<file path="config.mk">
export PLATFORM = sky130hd
export DESIGN_NAME = multi_port_switch
export DESIGN_NICKNAME = d
export VERILOG_FILES = /design/src/multi_port_switch.v /design/src/slave_arbiter.v
export VERILOG_INCLUDE_DIRS = /design/src /design/src/pkg
export SDC_FILE = /design/constraint.sdc
export NUM_CORES = 1
export LEC_CHECK = 0
export BUFFER_PORTS_ARGS = -buffer_cell sky130_fd_sc_hd__buf_2
export CAP_MARGIN = 20
export CORE_AREA = 2 2 325 327
export CTS_BUF_LIST = sky130_fd_sc_hd__clkbuf_8
export CTS_CLUSTER_DIAMETER = 200
export DETAILED_ROUTE_END_ITERATION = 8
export DIE_AREA = 0 0 327 329
export PLACE_DENSITY = 0.53
export SKIP_LAST_GASP = 1
export SYNTH_ARGS = -nofsm -noshare
export SYNTH_HDL_FRONTEND = slang
export SYNTH_SLANG_ARGS = --single-unit
</file>
<file path="constraint.sdc">
create_clock -name sys_clk -period 7.67 [get_ports sys_clk]
set_input_delay 0.3835 -clock sys_clk [delete_from_list [all_inputs] [get_ports sys_clk]]
set_output_delay 0.3835 -clock sys_clk [all_outputs]
set_load 0.02 [all_outputs]
</file>
<file path="src/pkg/multi_port_switch_regs.vh">
// Constants for the four-port crossbar switch and its per-slave arbiters
`ifndef MULTI_PORT_SWITCH_REGS_VH
`define MULTI_PORT_SWITCH_REGS_VH

// ==================================================================
// Port counts and path widths
`define NUM_PORTS 4
`define ID_W 2
`define ADDR_W 32
`define DATA_W 32

// ==================================================================
// Master identifiers
`define ID_INSTR 2'h0
`define ID_DATA 2'h1
`define ID_XFER 2'h2
`define ID_DISP 2'h3

// ==================================================================
// Slave select and shared-port region fields of the address
`define SEL_HI 29
`define REGION_HI 27
`define SLAVE_FLASH 2'h0
`define SLAVE_SRAM 2'h1
`define SLAVE_SERIAL 2'h2
`define SLAVE_SHARED 2'h3
`define REGION_DISP_FLASH 2'h0
`define REGION_GFX_SRAM 2'h1
`define REGION_BRIDGE 2'h2

// ==================================================================
// Priority configuration, 0 is the highest level
`define PRIO_W 2
`define PRIO_RESET 8'hE4

// ==================================================================
// Slave path states
`define ST_IDLE 2'h0
`define ST_BUSY 2'h1
`define ST_DONE 2'h2

`endif

</file>
<file path="src/multi_port_switch.v">
// Four-master, four-slave crossbar switch with per-slave arbitration
// Notes on behaviour
// Four master and four slave ports, independent paths for concurrent pairs.
// 32-bit address and data routed unchanged from granted master to slave.
// Up to four concurrent transactions, any master to any slave.
// Contending masters on one slave: higher priority master is granted.
// Losers wait without error until the owner finishes its transactions.
// Equal priority: round-robin from the id after the last granted master.
// Masters are instruction fetch, load/store data, transfer engine, display controller.
// Slaves: flash, SRAM, serial flash; fourth shared port decodes three regions.
// Configurable per-master priority with reset default; idle masters do not compete.
`include "multi_port_switch_regs.vh"

module multi_port_switch #(
  parameter N = `NUM_PORTS,
  parameter AW = `ADDR_W,
  parameter DW = `DATA_W
) (
  // Clock and reset
  input wire sys_clk,
  input wire rst,
  // Priority configuration
  input wire prio_wr,
  input wire [N*`PRIO_W-1:0] prio_wdata,
  output reg [N*`PRIO_W-1:0] master_prio,
  // Master side, index is master id
  input wire [N-1:0] m_req,
  input wire [N-1:0] m_lock,
  input wire [N-1:0] m_write,
  input wire [N*AW-1:0] m_addr,
  input wire [N*DW-1:0] m_wdata,
  output reg [N-1:0] m_ack,
  output reg [N*DW-1:0] m_rdata,
  output reg [N-1:0] m_wait,
  // Slave side, index is slave port
  output wire [N-1:0] s_req,
  output wire [N-1:0] s_write,
  output wire [N*AW-1:0] s_addr,
  output wire [N*DW-1:0] s_wdata,
  output wire [N*`ID_W-1:0] s_master,
  output reg [1:0] s3_region,
  input wire [N-1:0] s_ack,
  input wire [N*DW-1:0] s_rdata
);

  wire [N-1:0] done_ack;
  wire [N-1:0] active;
  wire [N*`ID_W-1:0] owner_flat;
  wire [N-1:0] start_vec;
  wire [N*`ID_W-1:0] pick_flat;
  wire [`ID_W-1:0] shared_pick;
  wire shared_start;

  // ==================================================================
  // Priority configuration register
  always @(posedge sys_clk)
  begin
    if (rst)
      master_prio <= `PRIO_RESET;
    else if (prio_wr)
      master_prio <= prio_wdata;
  end

  // ==================================================================
  // One independent path per slave port
  genvar s;
  genvar m;
  generate
    for (s = 0; s < N; s = s + 1)
    begin : slv
      wire [N-1:0] hit;
      wire gv;
      wire [`ID_W-1:0] gid;
      wire [`ID_W-1:0] pick;
      wire start;
      reg [1:0] st_reg;
      reg [`ID_W-1:0] own_reg;
      reg hold_reg;
      reg lock_reg;
      reg req_reg;
      reg wr_reg;
      reg [AW-1:0] addr_reg;
      reg [DW-1:0] wdata_reg;

      // Only masters requesting this slave compete
      for (m = 0; m < N; m = m + 1)
      begin : dec
        assign hit[m] = m_req[m] && (m_addr[m*AW+`SEL_HI -: 2] == s);
      end

      slave_arbiter #(
        .N(N),
        .IDW(`ID_W),
        .PW(`PRIO_W)
      ) u_arb (
        .sys_clk(sys_clk),
        .rst(rst),
        .req(hit),
        .prio(master_prio),
        .arb_en(st_reg == `ST_IDLE && !hold_reg),
        .grant_valid(gv),
        .grant_id(gid)
      );

      // Owner keeps the port while it holds lock
      assign pick = hold_reg ? own_reg : gid;
      assign start = (st_reg == `ST_IDLE) && (hold_reg ? hit[own_reg] : gv);

      always @(posedge sys_clk)
      begin
        if (rst)
        begin
          st_reg <= `ST_IDLE;
          own_reg <= {`ID_W{1'b0}};
          hold_reg <= 1'b0;
          lock_reg <= 1'b0;
          req_reg <= 1'b0;
          wr_reg <= 1'b0;
          addr_reg <= {AW{1'b0}};
          wdata_reg <= {DW{1'b0}};
        end
        else
        begin
          case (st_reg)
            `ST_IDLE:
            begin
              if (start)
              begin
                st_reg <= `ST_BUSY;
                own_reg <= pick;
                lock_reg <= m_lock[pick];
                req_reg <= 1'b1;
                wr_reg <= m_write[pick];
                addr_reg <= m_addr[pick*AW +: AW];
                wdata_reg <= m_wdata[pick*DW +: DW];
              end
            end
            `ST_BUSY:
            begin
              if (s_ack[s])
              begin
                st_reg <= `ST_DONE;
                req_reg <= 1'b0;
                hold_reg <= lock_reg;
              end
            end
            `ST_DONE:
              st_reg <= `ST_IDLE;
            default:
              st_reg <= `ST_IDLE;
          endcase
        end
      end

      assign done_ack[s] = (st_reg == `ST_BUSY) && s_ack[s];
      assign active[s] = (st_reg != `ST_IDLE);
      assign owner_flat[s*`ID_W +: `ID_W] = own_reg;
      assign start_vec[s] = start;
      assign pick_flat[s*`ID_W +: `ID_W] = pick;
      assign s_req[s] = req_reg;
      assign s_write[s] = wr_reg;
      assign s_addr[s*AW +: AW] = addr_reg;
      assign s_wdata[s*DW +: DW] = wdata_reg;
      assign s_master[s*`ID_W +: `ID_W] = own_reg;
    end
  endgenerate

  // ==================================================================
  // Shared port region decode
  assign shared_pick = slv[N-1].pick;
  assign shared_start = slv[N-1].start;

  always @(posedge sys_clk)
  begin
    if (rst)
      s3_region <= `REGION_DISP_FLASH;
    else if (shared_start)
      s3_region <= m_addr[shared_pick*AW+`REGION_HI -: 2];
  end

  // ==================================================================
  // Return path and wait status per master
  integer i;
  integer j;
  reg [N-1:0] ack_next;
  reg [N-1:0] serving;
  reg [N*DW-1:0] rdata_next;

  always @*
  begin
    ack_next = {N{1'b0}};
    serving = {N{1'b0}};
    rdata_next = m_rdata;
    for (i = 0; i < N; i = i + 1)
    begin
      for (j = 0; j < N; j = j + 1)
      begin
        if (active[j] && owner_flat[j*`ID_W +: `ID_W] == i)
          serving[i] = 1'b1;
        // Master taken at this edge is not stalled
        if (start_vec[j] && pick_flat[j*`ID_W +: `ID_W] == i)
          serving[i] = 1'b1;
        if (done_ack[j] && owner_flat[j*`ID_W +: `ID_W] == i)
        begin
          ack_next[i] = 1'b1;
          rdata_next[i*DW +: DW] = s_rdata[j*DW +: DW];
        end
      end
    end
  end

  always @(posedge sys_clk)
  begin
    if (rst)
    begin
      m_ack <= {N{1'b0}};
      m_rdata <= {N*DW{1'b0}};
      m_wait <= {N{1'b0}};
    end
    else
    begin
      m_ack <= ack_next;
      m_rdata <= rdata_next;
      m_wait <= m_req & ~serving;
    end
  end

endmodule

</file>
<file path="src/slave_arbiter.v">
// Priority and round-robin arbiter for one slave port
`include "multi_port_switch_regs.vh"

module slave_arbiter #(
  parameter N = 4,
  parameter IDW = 2,
  parameter PW = 2
) (
  // Clock and reset
  input wire sys_clk,
  input wire rst,
  // Requests and configuration
  input wire [N-1:0] req,
  input wire [N*PW-1:0] prio,
  input wire arb_en,
  // Decision
  output reg grant_valid,
  output reg [IDW-1:0] grant_id
);

  reg [IDW-1:0] last_reg;
  reg [PW-1:0] best;
  reg found;
  integer i;
  integer n;
  integer k;

  // ==================================================================
  // Best priority level among requesters
  always @*
  begin
    best = {PW{1'b1}};
    found = 1'b0;
    for (i = 0; i < N; i = i + 1)
    begin
      if (req[i] && prio[i*PW +: PW] <= best)
      begin
        best = prio[i*PW +: PW];
        found = 1'b1;
      end
    end
  end

  // ==================================================================
  // First requester at that level after the last granted id
  always @*
  begin
    grant_valid = 1'b0;
    grant_id = {IDW{1'b0}};
    for (n = N; n >= 1; n = n - 1)
    begin
      k = (last_reg + n) % N;
      if (found && req[k] && prio[k*PW +: PW] == best)
      begin
        grant_valid = 1'b1;
        grant_id = k[IDW-1:0];
      end
    end
  end

  always @(posedge sys_clk)
  begin
    if (rst)
      last_reg <= {IDW{1'b1}};
    else if (arb_en && grant_valid)
      last_reg <= grant_id;
  end

endmodule

</file>
==> impl_metrics.py <==
metrics = {
    "worst_setup_path": {
        "critical_path.slowest_cell": "dlygate4sd3_1",
        "criticalPathCategory": "reg2reg",
        "path_buf_inv": 4,
        "critPathLaunchType": "register",
        "cp_slowest_stage_delay_ns": 0.59,
        "worst_ep_arrival_time_ns": 7.96,
        "worst_path_dominant_cell_family": "compound AO/OA/AOI/OAI gates",
        "worst_setup_path_end_kind": "register",
        "worstPathRequired_ns": 8.38,
        "path_max_fanout": 23,
    },
    "global_route": {
        "grtUsageTotal": 0.280,
        "sum_of_overflow_across_all_layers_after_global_routing": 0,
        "first_global_vias": 33511,
        "grt_pass1_wl_um": 228000,
        "maximum_number_of_pins_on_one_net_before_global_route_repair": 161,
        "antenna_found_initial": 40,
    },
    "yosys": {
        "most_frequently_used_flop_master_after_synthesis": "dfxtp_1",
        "largest_area_contributor_in_the_netlist": "dfxtp_1",
        "synth_enable_flop_cells": 0,
        "synth_top_family_by_area": "compound AO/OA/AOI/OAI gates",
        "avgSynthCellArea_um2": 8.00,
        "synth_cell_types": 85,
        "synth_area_in_compound_gates": 0.307,
        "synth_cells": 3750,
        "post_synth_and_or_nand_nor_area_fraction": 0.149,
        "post_syn_nets": 4184,
        "ys_warn_count": 0,
        "synth.area.mux_share": 0.171,
        "netlist.area_leader.share": 0.294,
        "yosys.area_share.adder": 0.00960,
        "synth-async-reset-ratio": 0,
        "synth_seq_cells": 440,
        "ys_top_cells_by_area": "dfxtp_1, mux2i_1, a211oi_1",
        "synth-seq-area-share": 0.294,
        "post_synth_xor_area_fraction": 0.0111,
        "netlist_area_um2": 30000,
    },
    "sta": {
        "tightest_slew_ns": 1.25,
        "fin_worst_hold_slack_ns": 0.0730,
        "timing.setup.tns_ns": 0,
        "finalHoldViolations": 0,
        "final-max-slew-violation-count": 0,
        "timing.max_slew.rel_slack": 0.159,
        "final.setup_skew_ns": 0.0592,
        "finalWorstPathRequiredPeriod_ns": 7.25,
        "grt_setup_unrepaired": "no",
        "post-route-period-util": 0.946,
        "setup_viol": 0,
        "fmax_mhz": 138,
        "post-route-worst-setup-slack_ns": 0.416,
    },
    "drt": {
        "initialDrtViolationCount": 3344,
        "highest_layer": "met5",
        "drt-total-wl_um": 159000,
        "met3WireLength_um": 13500,
        "post_drt_wl_per_cell_um": 25.8,
        "drt_first_pass_iters": 6,
        "route.detailed.drc": 0,
        "met1Wirelength_um": 64100,
        "final_antenna_net_count": 0,
        "routed_via_density": 5.75,
        "vias": 35533,
        "detailroute.wirelength.met2_um": 70700,
    },
    "floorplan": {
        "floorplan.die_area_um2": 108000,
        "io-pin-count": 829,
        "core_region_area_um2": 104000,
        "dieHeight_um": 329,
        "die_width_um": 327,
        "initial_utilization": 0.287,
        "floorplan.rows": 119,
    },
    "layout": {
        "multi_input_comb_area_um2": 19700,
        "fillCellCount": 10855,
        "design_area_um2": 40800,
        "post_route_cells_drive_above_1_share": 0.271,
        "fin_util": 0.391,
        "seq_area_um2": 8810,
        "areaGrowthSynthToFinish_pct": 36.0,
        "nNetsFinal": 5132,
    },
    "min_path": {
        "worst_hold_path_type": "in2reg",
    },
    "power": {
        "net-switching-power_mw": 3.58,
        "power.sequential.fraction": 0.310,
        "vdd_drop_max_mv": 0.162,
        "power_frac_comb": 0.392,
        "sw_frac_of_total": 0.400,
        "cell_internal_pwr_mw": 5.38,
        "power.leakage_nw": 16.9,
        "power.share.clock": 0.298,
        "p_per_area_nw_per_um2": 220,
    },
    "place": {
        "port_buffers": 828,
        "detailedPlacementHpwl_um": 112000,
        "gp_congestion": 0.929,
        "post_dp_cell_area_um2": 36200,
        "placement.setup.worst_slack_ns": 0.466,
    },
    "cts": {
        "htree_num_levels": 3,
        "tritoncts": "yes",
        "cts.root.buffer_cell": "clkbuf_8",
        "path_clk_slew_ns": 0.06,
        "cts-buffers-inserted": 92,
        "cts.sinks": 440,
        "clk_latency_ns": 0.77,
        "cts_max_path_buffers": 3,
    },
    "outcome": {
        "run_status": "finished clean",
    },
    "flow_run": {
        "cap_violations": 0,
    },
}
final cells by class:
cell class,instances,share of cell area
diodes,24,0.00147
multi-input cells,2878,0.484
repair buffers,1235,0.205
clock inverters,41,0.00712
flip-flops and latches,440,0.216
well taps,1391,0.0427
clock buffers,115,0.0388
inverters,51,0.00469
cell usage after synthesis (31+ instances only):
cell	instances
inv_1	44
nor3_1	59
a21o_1	70
a21boi_0	39
nor2_1	412
o211ai_1	44
a221oi_1	67
o22ai_1	72
nand2_1	385
mux2i_1	340
a211o_1	42
nand3_1	62
dfxtp_1	440
a22oi_1	99
a211oi_1	364
clkbuf_1	296
buf_1	31
o221ai_1	32
o21ai_0	102
a21oi_1	306
mux2_2	50
buf_2	37
mux4_2	51
worst paths after layout:
check / start / endpoint / slack, ns / cells after the start
setup / recovery: master_prio[1] / slv[1].wdata_reg[24] / 0.42 / 29
hold / removal: m_addr[25] / slv[1].addr_reg[25] / 0.07 / 3
setup reg to reg: master_prio[1] / slv[1].wdata_reg[24] / 0.42 / 29
hold reg to reg: slv[3].wr_reg / slv[3].wr_reg / 0.44 / 1
through the flow:
step                std cells  power [mW]
detailed placement       5739        6.11
global placement         5739        6.09
global route             6171        9.37
CTS                      6147        8.97
finish                   6175        8.97
floorplan                3750        4.75
worst register-to-register path: cells and delay by family (launching register included):
family                     cells  cell delay (ns)
AOI/OAI and AO/OA             13             2.83
DFF                            1             0.49
buffers and inverters          4             1.62
and+or+nand+nor                9             1.47
adders and majority gates      3             0.84
layout by cell type, fill, tap and decap left out, types with 53 or more instances in the layout:
| cell | synthesis | layout |
|---|---|---|
| nor3_1 | 59 | 53 |
| dfxtp_1 | 440 | 438 |
| inv_1 | 44 | 67 |
| buf_4 | 14 | 112 |
| dlygate4sd3_1 | 0 | 252 |
| a22oi_1 | 99 | 99 |
| a211oi_1 | 364 | 364 |
| nand3_1 | 62 | 61 |
| clkbuf_8 | 0 | 115 |
| nor2_1 | 412 | 403 |
| a21o_1 | 70 | 69 |
| a221oi_1 | 67 | 66 |
| a21oi_1 | 306 | 305 |
| mux2i_1 | 340 | 339 |
| buf_2 | 37 | 827 |
| nand2_1 | 385 | 378 |
| o21ai_0 | 102 | 100 |
| o22ai_1 | 72 | 72 |
what timing repair did:
action / 4_1_cts / 5_1_grt
buffers inserted: 0 / 3
endpoints found under the setup margin: 0 / 64
hold buffers: 252 / 0
gates resized for setup: 0 / 16
hold endpoints to repair: 241 / 0
routing by layer:
layer	vias up	track usage
met3	441	0.0607
li1	16017	-
met1	17152	0.352
met2	1901	0.436
met4	22	0.174
met5	-	0
cells by family (layout without fill, tap and decap cells):
logic type,count (synthesis),count (layout)
AOI/OAI and AO/OA,1332,1333
xor gates and xnor gates,38,38
adders and majority gates,23,23
buffers and inverters,433,1442
DFF,440,440
muxes,441,441
other,0,24
and+or+nand+nor,1043,1043
power groups by stage:
stage | clock [mW] | sequential (mW) | combinational [mW]
final | 2.67 | 2.78 | 3.51
after detailed placement | 0 | 2.82 | 3.29
after global placement | 0 | 2.81 | 3.28
after floorplan | 0 | 3.05 | 1.70
after global routing | 2.82 | 2.81 | 3.74
after CTS | 2.73 | 2.77 | 3.46
No activity file was read; power rests on OpenSTA's default activity.
